[src/core/flash_host_pkg.sv]
// constants and carriers for the flash command host controller
// assumes an asynchronous flash on an 8-bit command/status bus
package flash_host_pkg;
  // command bytes
  localparam logic [7:0] CMD_READ_ARRAY    = 8'hFF;
  localparam logic [7:0] CMD_READ_STATUS   = 8'h70;
  localparam logic [7:0] CMD_CLEAR_STATUS  = 8'h50;
  localparam logic [7:0] CMD_ERASE_SUSPEND = 8'hB0;
  localparam logic [7:0] CMD_WRITE_SUSPEND = 8'hB0;
  localparam logic [7:0] CMD_RESUME        = 8'hD0;
  localparam logic [7:0] CMD_LOCK_SETUP    = 8'h60;
  localparam logic [7:0] CMD_SET_LOCK_CONF = 8'h01;
  localparam logic [7:0] CMD_CLR_LOCK_CONF = 8'hD0;
  // status bit positions
  localparam int SR_READY     = 7;
  localparam int SR_ERASE_SUS = 6;
  localparam int SR_EC_ERR    = 5;
  localparam int SR_WS_ERR    = 4;
  localparam int SR_VPP_LOW   = 3;
  localparam int SR_WRITE_SUS = 2;
  localparam int SR_PROTECT   = 1;
  // bus timing in ns at 100 MHz core clock
  localparam int CLK_NS       = 10;
  localparam int WE_LOW_NS    = 50;
  localparam int OE_ACCESS_NS = 100;
  localparam int WE_CYC       = (WE_LOW_NS + CLK_NS - 1) / CLK_NS;
  localparam int OE_CYC       = (OE_ACCESS_NS + CLK_NS - 1) / CLK_NS;
  localparam int CNT_W        = 4;

  typedef enum logic [2:0] {
    OP_ERASE_SUSPEND,
    OP_ERASE_RESUME,
    OP_WRITE_SUSPEND,
    OP_WRITE_RESUME,
    OP_SET_LOCK,
    OP_CLEAR_LOCKS,
    OP_CLEAR_STATUS,
    OP_READ_STATUS
  } op_e;

  typedef struct packed {
    op_e         op;
    logic [20:0] addr;
  } req_s;

  typedef struct packed {
    logic       done;
    logic       error;
    logic       protect;
    logic       vpp_low;
    logic       locks_unknown;
    logic [7:0] status;
  } rsp_s;
endpackage

[src/core/flash_bus_cycle.sv]
// one flash bus cycle: a command write or a status read
// assumes async flash pins; data in already synchronised by caller
`timescale 1ns/10ps
module flash_bus_cycle #(
  parameter int WE_CYC = flash_host_pkg::WE_CYC,
  parameter int OE_CYC = flash_host_pkg::OE_CYC
) (
  input  wire logic        core_clk,
  input  wire logic        rst,
  input  wire logic        start,
  input  wire logic        is_read,
  input  wire logic [20:0] addr,
  input  wire logic [7:0]  wdata,
  input  wire logic [7:0]  dq_sync,
  output logic             busy,
  output logic             done,
  output logic [7:0]       rdata,
  output logic [20:0]      fa,
  output logic [7:0]       dq_out,
  output logic             dq_oe,
  output logic             we_n,
  output logic             oe_n
);
  localparam int CW = flash_host_pkg::CNT_W;
  initial begin
    if (WE_CYC < 1 || OE_CYC < 1 || WE_CYC >= 2**CW || OE_CYC + 2 >= 2**CW)
      $error("bus cycle counts out of range");
  end

  logic [CW-1:0] cnt_reg;
  logic          rd_reg;

  // ----------------------------------------
  // strobe sequencing
  // ----------------------------------------
  always_ff @(posedge core_clk or posedge rst) begin
    if (rst) begin
      busy    <= 1'b0;
      done    <= 1'b0;
      cnt_reg <= '0;
      rd_reg  <= 1'b0;
      we_n    <= 1'b1;
      oe_n    <= 1'b1;
      dq_oe   <= 1'b0;
      dq_out  <= 8'h00;
      fa      <= '0;
      rdata   <= 8'h00;
    end else begin
      done <= 1'b0;
      if (!busy && start) begin
        busy    <= 1'b1;
        rd_reg  <= is_read;
        fa      <= addr;
        dq_out  <= wdata;
        dq_oe   <= !is_read;
        we_n    <= is_read;
        oe_n    <= !is_read;
        // reads wait two more edges for the input synchroniser
        cnt_reg <= is_read ? CW'(OE_CYC + 2) : CW'(WE_CYC);
      end else if (busy) begin
        if (cnt_reg > CW'(1)) begin
          cnt_reg <= cnt_reg - CW'(1);
        end else begin
          busy  <= 1'b0;
          done  <= 1'b1;
          we_n  <= 1'b1;
          oe_n  <= 1'b1;
          dq_oe <= 1'b0;
          if (rd_reg) begin
            rdata <= dq_sync;
          end
        end
      end
    end
  end

  chk_strobes_apart: assert property (@(posedge core_clk) disable iff (rst)
    !(!we_n && !oe_n)) else $error("write and read strobes overlap");
endmodule

[src/core/flash_cmd_host.sv]
// host-side command sequencer: suspend/resume and lock-bit commands
// assumes flash status on dq, one sts pin, all pins asynchronous
// Functional notes
// - only legal commands issued during erase suspend
// - host holds reset, protect, width steady; write_protect_n follows protect_level, not held
// - only reads and resume during write suspend
// - host holds reset, protect, width on resume; write_protect_n follows protect_level, not held
// - set-lock is setup then confirm in block
// - after set-lock check bit4, clear status
// - after clear-locks check bit5, clear status
// - aborted clear-locks leaves locks unknown
`timescale 1ns/10ps
module flash_cmd_host (
  input  wire logic                 core_clk,
  input  wire logic                 rst,
  input  wire logic                 req_valid,
  input  wire flash_host_pkg::req_s req,
  input  wire logic                 protect_level,
  input  wire logic                 byte_mode,
  output logic                      req_ready,
  output flash_host_pkg::rsp_s      rsp,
  output logic                      erase_suspended,
  output logic                      write_suspended,
  output logic [20:0]               fa,
  output logic [7:0]                dq_out,
  output logic                      dq_oe,
  input  wire logic [7:0]           dq_in,
  output logic                      ce_n,
  output logic                      we_n,
  output logic                      oe_n,
  output logic                      reset_powerdown_n,
  output logic                      write_protect_n,
  output logic                      byte_width_n,
  input  wire logic                 status_output_pin
);
  typedef enum logic [2:0] {
    ST_IDLE, ST_CMD1, ST_CMD2, ST_POLL, ST_WAIT, ST_DONE
  } state_e;

  state_e                state_reg;
  flash_host_pkg::req_s  cur_reg;
  logic [7:0]            dq_meta_reg;
  logic [7:0]            dq_sync_reg;
  logic                  sts_meta_reg;
  logic                  sts_sync_reg;
  logic                  bus_start;
  logic                  bus_read;
  logic [7:0]            bus_wdata;
  logic                  bus_busy;
  logic                  bus_done;
  logic [7:0]            bus_rdata;
  logic                  two_cycle;
  logic [7:0]            first_byte;
  logic [7:0]            second_byte;
  logic                  es_reg;
  logic                  ws_reg;
  logic                  nested_write_reg;
  logic                  locks_unknown_reg;
  logic                  clr_lock_active_reg;
  logic                  latched_byte_reg;
  logic                  legal;

  // ----------------------------------------
  // pin synchronisers
  // ----------------------------------------
  always_ff @(posedge core_clk or posedge rst) begin
    if (rst) begin
      dq_meta_reg  <= 8'h00;
      dq_sync_reg  <= 8'h00;
      sts_meta_reg <= 1'b1;
      sts_sync_reg <= 1'b1;
    end else begin
      dq_meta_reg  <= dq_in;
      dq_sync_reg  <= dq_meta_reg;
      sts_meta_reg <= status_output_pin;
      sts_sync_reg <= sts_meta_reg;
    end
  end

  // ----------------------------------------
  // command decode
  // ----------------------------------------
  always_comb begin
    two_cycle   = 1'b0;
    first_byte  = flash_host_pkg::CMD_READ_STATUS;
    second_byte = flash_host_pkg::CMD_READ_STATUS;
    case (cur_reg.op)
      flash_host_pkg::OP_ERASE_SUSPEND:
        first_byte = flash_host_pkg::CMD_ERASE_SUSPEND;
      flash_host_pkg::OP_WRITE_SUSPEND:
        first_byte = flash_host_pkg::CMD_WRITE_SUSPEND;
      flash_host_pkg::OP_ERASE_RESUME,
      flash_host_pkg::OP_WRITE_RESUME:
        first_byte = flash_host_pkg::CMD_RESUME;
      flash_host_pkg::OP_SET_LOCK: begin
        two_cycle   = 1'b1;
        first_byte  = flash_host_pkg::CMD_LOCK_SETUP;
        second_byte = flash_host_pkg::CMD_SET_LOCK_CONF;
      end
      flash_host_pkg::OP_CLEAR_LOCKS: begin
        two_cycle   = 1'b1;
        first_byte  = flash_host_pkg::CMD_LOCK_SETUP;
        second_byte = flash_host_pkg::CMD_CLR_LOCK_CONF;
      end
      flash_host_pkg::OP_CLEAR_STATUS:
        first_byte = flash_host_pkg::CMD_CLEAR_STATUS;
      default:
        first_byte = flash_host_pkg::CMD_READ_STATUS;
    endcase
  end

  // only what the flash accepts in the current suspend state
  always_comb begin
    legal = 1'b1;
    if (ws_reg) begin
      legal = (req.op == flash_host_pkg::OP_WRITE_RESUME) ||
              (req.op == flash_host_pkg::OP_READ_STATUS);
    end else if (es_reg) begin
      legal = (req.op == flash_host_pkg::OP_ERASE_RESUME && !nested_write_reg)
           || (req.op == flash_host_pkg::OP_WRITE_SUSPEND)
           || (req.op == flash_host_pkg::OP_READ_STATUS);
    end else begin
      legal = (req.op != flash_host_pkg::OP_ERASE_RESUME) &&
              (req.op != flash_host_pkg::OP_WRITE_RESUME);
    end
  end

  assign req_ready = (state_reg == ST_IDLE) && legal;
  assign bus_start = (state_reg == ST_CMD1 || state_reg == ST_CMD2 ||
                      state_reg == ST_POLL) && !bus_busy && !bus_done;
  assign bus_read  = (state_reg == ST_POLL);
  assign bus_wdata = (state_reg == ST_CMD2) ? second_byte : first_byte;

  // ----------------------------------------
  // sequencer
  // ----------------------------------------
  always_ff @(posedge core_clk or posedge rst) begin
    if (rst) begin
      state_reg <= ST_IDLE;
      cur_reg   <= '0;
    end else begin
      case (state_reg)
        ST_IDLE: if (req_valid && req_ready) begin
          cur_reg   <= req;
          state_reg <= (req.op == flash_host_pkg::OP_READ_STATUS) ?
                       ST_POLL : ST_CMD1;
        end
        ST_CMD1: if (bus_done) begin
          state_reg <= two_cycle ? ST_CMD2 : ST_POLL;
        end
        ST_CMD2: if (bus_done) begin
          state_reg <= ST_POLL;
        end
        // busy shown on sts low; poll status once it releases
        ST_POLL: if (bus_done) begin
          state_reg <= bus_rdata[flash_host_pkg::SR_READY] ?
                       ST_DONE : ST_WAIT;
        end
        ST_WAIT: if (sts_sync_reg) begin
          state_reg <= ST_POLL;
        end
        ST_DONE: state_reg <= ST_IDLE;
        default: state_reg <= ST_IDLE;
      endcase
    end
  end

  // ----------------------------------------
  // suspend tracking and lock state
  // ----------------------------------------
  always_ff @(posedge core_clk or posedge rst) begin
    if (rst) begin
      es_reg              <= 1'b0;
      ws_reg              <= 1'b0;
      nested_write_reg    <= 1'b0;
      clr_lock_active_reg <= 1'b0;
      locks_unknown_reg   <= 1'b0;
    end else begin
      if (state_reg == ST_POLL && bus_done) begin
        es_reg <= bus_rdata[flash_host_pkg::SR_ERASE_SUS];
        ws_reg <= bus_rdata[flash_host_pkg::SR_WRITE_SUS];
        // busy while erase suspended means a nested write runs
        nested_write_reg <= bus_rdata[flash_host_pkg::SR_ERASE_SUS] &&
                            !bus_rdata[flash_host_pkg::SR_READY];
      end
      if (state_reg == ST_CMD2 && cur_reg.op ==
          flash_host_pkg::OP_CLEAR_LOCKS) begin
        clr_lock_active_reg <= 1'b1;
        locks_unknown_reg   <= 1'b1;
      end else if (state_reg == ST_POLL && bus_done && clr_lock_active_reg &&
                   bus_rdata[flash_host_pkg::SR_READY]) begin
        clr_lock_active_reg <= 1'b0;
        locks_unknown_reg   <= bus_rdata[flash_host_pkg::SR_VPP_LOW];
      end
    end
  end

  // width level captured as a job starts outside any suspend
  always_ff @(posedge core_clk or posedge rst) begin
    if (rst) begin
      latched_byte_reg <= 1'b1;
    end else if (state_reg == ST_IDLE && req_valid && req_ready &&
                 !es_reg && !ws_reg) begin
      latched_byte_reg <= !byte_mode;
    end
  end

  // ----------------------------------------
  // answer
  // ----------------------------------------
  always_ff @(posedge core_clk or posedge rst) begin
    if (rst) begin
      rsp <= '0;
    end else begin
      rsp.done          <= (state_reg == ST_DONE);
      rsp.locks_unknown <= locks_unknown_reg;
      if (state_reg == ST_POLL && bus_done) begin
        rsp.status  <= bus_rdata;
        rsp.error   <= bus_rdata[flash_host_pkg::SR_WS_ERR] ||
                       bus_rdata[flash_host_pkg::SR_EC_ERR];
        rsp.protect <= bus_rdata[flash_host_pkg::SR_PROTECT];
        rsp.vpp_low <= bus_rdata[flash_host_pkg::SR_VPP_LOW];
      end
    end
  end

  assign erase_suspended   = es_reg;
  assign write_suspended   = ws_reg;
  assign ce_n              = 1'b0;
  assign reset_powerdown_n = 1'b1;
  // width held while suspended; protect follows protect_level
  assign write_protect_n   = protect_level;
  assign byte_width_n      = (es_reg || ws_reg) ? latched_byte_reg
                                                : !byte_mode;

  flash_bus_cycle u_bus (
    .core_clk (core_clk),
    .rst      (rst),
    .start    (bus_start),
    .is_read  (bus_read),
    .addr     (cur_reg.addr),
    .wdata    (bus_wdata),
    .dq_sync  (dq_sync_reg),
    .busy     (bus_busy),
    .done     (bus_done),
    .rdata    (bus_rdata),
    .fa       (fa),
    .dq_out   (dq_out),
    .dq_oe    (dq_oe),
    .we_n     (we_n),
    .oe_n     (oe_n)
  );

  chk_suspend_legal: assert property (@(posedge core_clk) disable iff (rst)
    (req_valid && req_ready && ws_reg) |->
      req.op inside {flash_host_pkg::OP_WRITE_RESUME,
                     flash_host_pkg::OP_READ_STATUS})
    else $error("illegal command taken in write suspend");
  chk_resume_hold: assert property (@(posedge core_clk) disable iff (rst)
    (req_valid && req_ready && req.op == flash_host_pkg::OP_ERASE_RESUME)
      |-> es_reg && !nested_write_reg)
    else $error("erase resume while nested write busy");
  chk_lock_two: assert property (@(posedge core_clk) disable iff (rst)
    (state_reg == ST_CMD1 && bus_done && two_cycle) |=> state_reg == ST_CMD2)
    else $error("lock confirm not issued");
  chk_done_ready: assert property (@(posedge core_clk) disable iff (rst)
    (state_reg == ST_DONE) |-> rsp.status[flash_host_pkg::SR_READY])
    else $error("done without ready status");
  chk_reset_high: assert property (@(posedge core_clk) disable iff (rst)
    es_reg |-> reset_powerdown_n)
    else $error("reset pin driven during suspend");
  chk_width_kept: assert property (@(posedge core_clk) disable iff (rst)
    (ws_reg && $past(ws_reg)) |-> $stable(byte_width_n))
    else $error("width select changed in suspend");
  chk_error_flag: assert property (@(posedge core_clk) disable iff (rst)
    (state_reg == ST_POLL && bus_done && bus_rdata[flash_host_pkg::SR_EC_ERR])
      |=> rsp.error)
    else $error("error status not reported");
  chk_dq_release: assert property (@(posedge core_clk) disable iff (rst)
    (state_reg == ST_WAIT) |-> !dq_oe)
    else $error("dq driven while waiting");
endmodule

[config.mk]
export PLATFORM = sky130hd
export DESIGN_NAME = flash_cmd_host
export DESIGN_NICKNAME = d
export VERILOG_FILES = /design/src/core/flash_host_pkg.sv /design/src/core/flash_bus_cycle.sv /design/src/core/flash_cmd_host.sv
export SDC_FILE = /design/constraint.sdc
export NUM_CORES = 1
export LEC_CHECK = 0
export ABC_CLOCK_PERIOD_IN_PS = 2200
export BUFFER_PORTS_ARGS = -buffer_cell sky130_fd_sc_hd__buf_2
export CAP_MARGIN = 20
export CELL_PAD_IN_SITES_DETAIL_PLACEMENT = 1
export CELL_PAD_IN_SITES_GLOBAL_PLACEMENT = 1
export CORE_ASPECT_RATIO = 1.75
export CORE_MARGIN = 2
export CORE_UTILIZATION = 35
export DETAILED_ROUTE_END_ITERATION = 8
export PLACE_DENSITY_LB_ADDON = 0.3
export SKIP_CTS_REPAIR_TIMING = 1
export SLEW_MARGIN = 40
export SYNTH_ARGS = -nofsm -noshare
export SYNTH_HDL_FRONTEND = slang
export SYNTH_HIERARCHICAL = 1
export SYNTH_SLANG_ARGS = --single-unit
[constraint.sdc]
create_clock -name core_clk -period 2.2 [get_ports core_clk]
set_clock_uncertainty 0.05 [all_clocks]
set_input_delay 0.11 -clock core_clk [delete_from_list [all_inputs] [get_ports core_clk]]
set_output_delay 0.11 -clock core_clk [all_outputs]
set_load 0.02 [all_outputs]
==> reports/metrics.yaml, run 1 <==
drt:
  wl_per_cell_um: 15.2
  vias_per_cell: 4.75
  drt_iter0_drc: 71
  vias: 2984
  drt-total-wl_um: 9550
  antenna_violating_nets_post_route: 0
  drt-pass1-iter-count: 4
  drc_errors: 0
power_and_ir_drop:
  p_leak_uw: 0.00277
  vdd_drop_max_uv: 749
  power.density_mw_per_mm2: 1380
placed_design:
  dp_hpwl_um: 6770
  gp_congestion: 0.746
  io_buffer_count: 85
global_routing:
  gr-total-overflow: 0
  grt_pass1_wl_um: 15900
  grt_start_max_net_pins: 48
  grt_pass1_vias: 3193
  grt_usage: 0.157
  grt_antenna_before_repair: 0
layout:
  fin_util: 0.457
  fin_nets: 526
  largest_register_ffs: 24
  antennaDiodeCount: 0
  drive_gt1_frac: 0.275
  area_delta_synth_final_pct: 28.7
setup_path:
  crit_arrival_ns: 2.07
  cp.required_ns: 2.38
  crit_type: "flip-flop to flip-flop"
  rr_worst_depth: 6
  setup.worst_path.start_class: "flip-flop"
  crit_fanout: 8
  rrSetupSlack_ns: 0.31
  crit_chain: "inv_1 > ha_1 > nor2_2 > nor4b_4 > nand2_4 > mux2_2"
  cp-end-kind: "flip-flop"
  crit_slowest_cell: "dfrtp_1"
  max_stage_delay_ns: 0.43
  r2r_start: "u_bus/cnt_reg[0]$_DFFE_PP0P_"
  reg2reg_to: "u_bus/rdata[7]$_DFFE_PP0P_"
sta:
  hold_slack_ns: 0.00296
  min_period_over_period: 0.860
  final_hold_viol_count: 0
  period_minus_slack_ns: 1.89
  fin_setup_tns_ns: 0
  setup_viol: 0
  rsz0062_at_grt: "no"
  relSlewSlack: 0.568
  worst_pin_slew_ns: 0.647
  maxSlewViolCount: 0
  clock.fmax_ghz: 0.529
min_path:
  hp-start: "req[21]"
  holdCritPathClass: "primary input to flip-flop"
  min_delay_worst_endpoint: "cur_reg[21]$_DFFE_PP0P_"
  holdPathStages: 2
clocking:
  clock_insertion_delay_worst_skew_ns: 0.34
  cts_root_buffer: "clkbuf_16"
  clkSinkCount: 107
  path_clk_slew_ns: 0.08
  cts_buffer_depth: 2
  cts_tree: "yes"
  cts_buffers: 9
  h-tree-depth: 3
floorplanning:
  die_h_um: 150
  io_pins: 90
  die_area_mm2: 0.0130
  fp.dieW_um: 87.2
  start_util: 0.355
  core-area_mm2: 0.0119
  fp-row-count: 53
outcome:
  outcome: "finished, final reports clean"
synth:
  synth_area_per_cell_um2: 11.5
  synth_top_area_share: 0.602
  synth_area_leader_cell: "dfrtp_1"
  synthArstFlopShare: 1.00
  ys_ff_latch: 107
  ys_seq_area_frac: 0.633
  synth_flop_cell: "dfrtp_1"
  synth.top_cells.by_area: "dfrtp_1, nand2_1, mux2_1"
  synth_cells: 367
  ys_types: 48
  syn_area_mm2: 0.00424
  synth.most_common_cell: "nand2_1"
  synth_warnings: 6
  synth-edff-count: 0
  synth_common_cells: "nand2_1, dfrtp_1, mux2_1"
job:
  cap_violations: 0
-- placed cells by master (no fill, tap or decap), types with 7 or more instances in the layout --
cell and count:
nand2b_1 7, nand2_1 123, mux2_2 8, buf_4 7
dlygate4sd3_1 32, mux2_1 24, nor2_1 9, dfrtp_1 102
buf_2 85, clkbuf_16 9
-- cell families (layout without fill, tap and decap cells) --
logic type / Yosys count / count (layout) / synth area share
multiplexers: 37 / 37 / 0.0969
flip-flops: 107 / 107 / 0.633
AO/OA/AOI/OAI: 30 / 30 / 0.0540
buffers and inverters: 27 / 148 / 0.0348
other: 2 / 5 / 0.00177
AND/OR/NAND/NOR: 162 / 162 / 0.173
adder cells (fa/ha/maj): 2 / 2 / 0.00591
-- how the worst max path moves through the flow --
stage / startpoint / endpoint / slack [ns] / depth (start not counted)
3_3_place_gp: u_bus/cnt_reg[0]$_DFFE_PP0P_ / u_bus/cnt_reg[3]$_DFFE_PP0P_ / 0.37 / 6
4_1_cts: u_bus/cnt_reg[0]$_DFFE_PP0P_ / u_bus/rdata[7]$_DFFE_PP0P_ / 0.28 / 6
6_report: u_bus/cnt_reg[0]$_DFFE_PP0P_ / u_bus/rdata[7]$_DFFE_PP0P_ / 0.31 / 6
5_1_grt: state_reg[1]$_DFFE_PP0P_ / u_bus/oe_n$_DFFE_PP1P_ / 0.19 / 6
3_5_place_dp: u_bus/cnt_reg[0]$_DFFE_PP0P_ / u_bus/rdata[1]$_DFFE_PP0P_ / 0.29 / 6
2_1_floorplan: rsp[6]$_DFFE_PP0P_ / cur_reg[0]$_DFFE_PP0P_ / 0.45 / 5
-- worst max-delay path, delay by kind of cell, from the launching register on --
family | cells | cell delay, ns
simple gates | 3 | 0.67
flops | 1 | 0.43
mux | 1 | 0.31
fa+ha+maj | 1 | 0.21
buf+inv | 1 | 0.11
-- per-layer routing --
layer  global-route usage  wire (um)
met4               0.0538        151
met1                0.178       3780
met3               0.0359        372
met2                0.284       5250
met5                    0          0
-- where the power goes --
| group | internal [uW] | switching (uW) | leakage, uW |
|---|---|---|---|
| registers | 2730 | 518 | 0.00132 |
| clock network | 913 | 759 | 0.000149 |
| logic | 1050 | 1570 | 0.00130 |
| total | 4700 | 2840 | 0.00277 |
-- layout make-up --
| type | count | area [um^2] |
|---|---|---|
| clock buffer | 9 | 225 |
| multi-input combinational | 236 | 1420 |
| fill | 1315 | 6480 |
| tap | 137 | 171 |
| clock inverter | 7 | 92.6 |
| sequential | 107 | 2680 |
| timing repair buffer | 126 | 838 |
| inverter | 6 | 22.5 |
-- per-stage QoR --
stage                     setup slack, ns  instances  power, uW  cell area, um^2
final                               0.309        628       7540             5450
after global routing                0.195        628       8130             5450
after CTS                           0.283        596       7620             5130
after detailed placement            0.285        580       5920             4810
after global placement              0.366        580       5790             4810
after floorplan                     0.454        370       5020             4250
No activity file was read; power rests on OpenSTA's default activity.
==> run 2, diff against run 1 <==
Settings changed: MAX_ROUTING_LAYER from default to met4.
==> run 2 against run 1 <==
Combinational power barely moved; register-to-register slack barely moved; global-route usage grew 0.40 points; worst hold slack worse by 0.0028 ns; flip-flop and latch count unchanged; utilization is the same; clock power about the same; largest cell class unchanged; highest routed layer unchanged.
==> reports/metrics.yaml, run 2 (synthesized netlist as in run 1, its figures left out) <==
outcome:
  outcome: "finished, final reports clean"
drt:
  vias: 2989  # +0.17%
  drt-pass1-iter-count: 4  # unchanged
  antenna_violating_nets_post_route: 0  # unchanged
  drt-total-wl_um: 9510  # -0.36%
  vias_per_cell: 4.76  # +0.17%
  wl_per_cell_um: 15.1  # -0.36%
  drc_errors: 0  # unchanged
  drt_iter0_drc: 78  # +9.9%
global_routing:
  met2_usage: 0.283  # -0.000763
  grt_pass1_vias: 3202  # +0.28%
  grt_busiest_layer: "met2"
  grt_usage: 0.161  # +0.00400
  grt_antenna_before_repair: 0  # unchanged
  grt_pass1_wl_um: 15800  # -0.22%
  use_met3: 0.0292  # -0.00662
  grtUsageMet1: 0.182  # +0.00361
  grt_start_max_net_pins: 48  # unchanged
  gr-total-overflow: 0  # unchanged
layout:
  final_common_cell: "nand2_1"
  regArea_mm2: 0.00268  # unchanged
  area_delta_synth_final_pct: 28.7  # unchanged
  layout.cells.non_filler: 628  # unchanged
  post-route-cell-area_mm2: 0.00545  # unchanged
  drive_gt1_frac: 0.275  # unchanged
  final_cell_mix: "nand2_1, dfrtp_1, buf_2, dlygate4sd3_1, mux2_1"
  fin_util: 0.457  # unchanged
  multi_input_area_mm2: 0.00142  # unchanged
  fin_nets: 526  # unchanged
  nFillCells: 1315  # unchanged
  antennaDiodeCount: 0  # unchanged
  largest_register_ffs: 24  # unchanged
clocking:
  clock_insertion_delay_worst_skew_ns: 0.34  # about the same
  cts_buffer_depth: 2  # unchanged
  cts_tree: "yes"
  path_clk_slew_ns: 0.08  # about the same
  h-tree-depth: 3  # unchanged
  clkSinkCount: 107  # unchanged
  cts_buffers: 9  # unchanged
  cts_root_buffer: "clkbuf_16"
placed_design:
  io_buffer_count: 85  # unchanged
  gp_congestion: 0.756  # +1.3%
  place_inst: 580  # unchanged
  dpl-instance-area_mm2: 0.00481  # unchanged
  dp_hpwl_um: 6770  # unchanged
sta:
  maxSlewViolCount: 0  # unchanged
  final_hold_viol_count: 0  # unchanged
  period_minus_slack_ns: 1.89  # -0.00155 ns
  min_period_over_period: 0.859  # about the same
  rsz0062_at_grt: "no"
  relSlewSlack: 0.572  # +0.00398
  clock.fmax_ghz: 0.529  # about the same
  worst_pin_slew_ns: 0.641  # -0.00598 ns
  setup_viol: 0  # unchanged
  fin_setup_tns_ns: 0  # unchanged
floorplanning:
  core-area_mm2: 0.0119  # unchanged
  io_pins: 90  # unchanged
  start_util: 0.355  # unchanged
  die_h_um: 150  # unchanged
  fp.dieW_um: 87.2  # unchanged
  fp-row-count: 53  # unchanged
  die_area_mm2: 0.0130  # unchanged
min_path:
  hp-start: "req[23]"
  min_delay_worst_endpoint: "cur_reg[23]$_DFFE_PP0P_"
  holdCritPathClass: "primary input to flip-flop"
  holdPathStages: 2  # unchanged
setup_path:
  rr_worst_depth: 6  # unchanged
  r2r_start: "u_bus/cnt_reg[0]$_DFFE_PP0P_"
  crit_arrival_ns: 2.07  # about the same
  cp-end-kind: "flip-flop"
  crit_type: "flip-flop to flip-flop"
  cp.required_ns: 2.38  # about the same
  setup.worst_path.start_class: "flip-flop"
  rrSetupSlack_ns: 0.31  # about the same
  reg2reg_to: "u_bus/rdata[7]$_DFFE_PP0P_"
  crit_fanout: 8  # unchanged
power_and_ir_drop:
  p_leak_uw: 0.00277  # unchanged
  power_uw: 7540  # about the same
  vdd_drop_max_uv: 748  # -0.13%
  power.density_mw_per_mm2: 1380  # about the same
job:
  cap_violations: 0  # unchanged
run 2: cell counts in the layout (fill, tap and decap cells not counted):
No cell type changed its count.
run 2: worst max path at each step:
stage	slack, ns	depth (start not counted)	to	from
floorplan	0.45	5	cur_reg[0]$_DFFE_PP0P_	rsp[6]$_DFFE_PP0P_
global placement	0.37	6	u_bus/cnt_reg[3]$_DFFE_PP0P_	u_bus/cnt_reg[0]$_DFFE_PP0P_
detailed placement	0.29	6	u_bus/rdata[1]$_DFFE_PP0P_	u_bus/cnt_reg[0]$_DFFE_PP0P_
CTS	0.28	6	u_bus/rdata[7]$_DFFE_PP0P_	u_bus/cnt_reg[0]$_DFFE_PP0P_
global route	0.19	6	u_bus/oe_n$_DFFE_PP1P_	state_reg[1]$_DFFE_PP0P_
finish	0.31	6	u_bus/rdata[7]$_DFFE_PP0P_	u_bus/cnt_reg[0]$_DFFE_PP0P_
run 2: layout make-up:
| class | instances | share of cell area |
|---|---|---|
| well taps | 137 | 0.0314 |
| flip-flops and latches | 107 | 0.492 |
| clock inverters | 7 | 0.0170 |
| clock buffers | 9 | 0.0413 |
| inverters | 6 | 0.00413 |
| multi-input cells | 236 | 0.260 |
| repair buffers | 126 | 0.154 |
run 2: stage by stage:
stage / hold WS, ns / worst slack, ns
finish: 0.000181 / 0.310
detailed placement: 0.166 / 0.285
floorplan: 0.0645 / 0.454
CTS: -0.202 / 0.283
global route: 0.0123 / 0.195
global placement: 0.162 / 0.366
run 2: per-layer routing:
layer,wire [um],up-vias
li1,-,1432
met1,3800,1493
met2,5270,56
met3,295,8
met4,152,0
met5,0,-
run 2: power breakdown:
| group | switching, uW | internal, uW | total [uW] |
|---|---|---|---|
| registers | 518 | 2730 | 3250 |
| clock network | 758 | 913 | 1670 |
| logic | 1570 | 1050 | 2620 |
run 2: critical path, cell delays in order, from the launching register on:
cell     delay, ns
dfrtp_1       0.43
inv_1         0.11
ha_1          0.21
nor2_2        0.08
nor4b_4       0.42
nand2_4       0.17
mux2_2        0.31
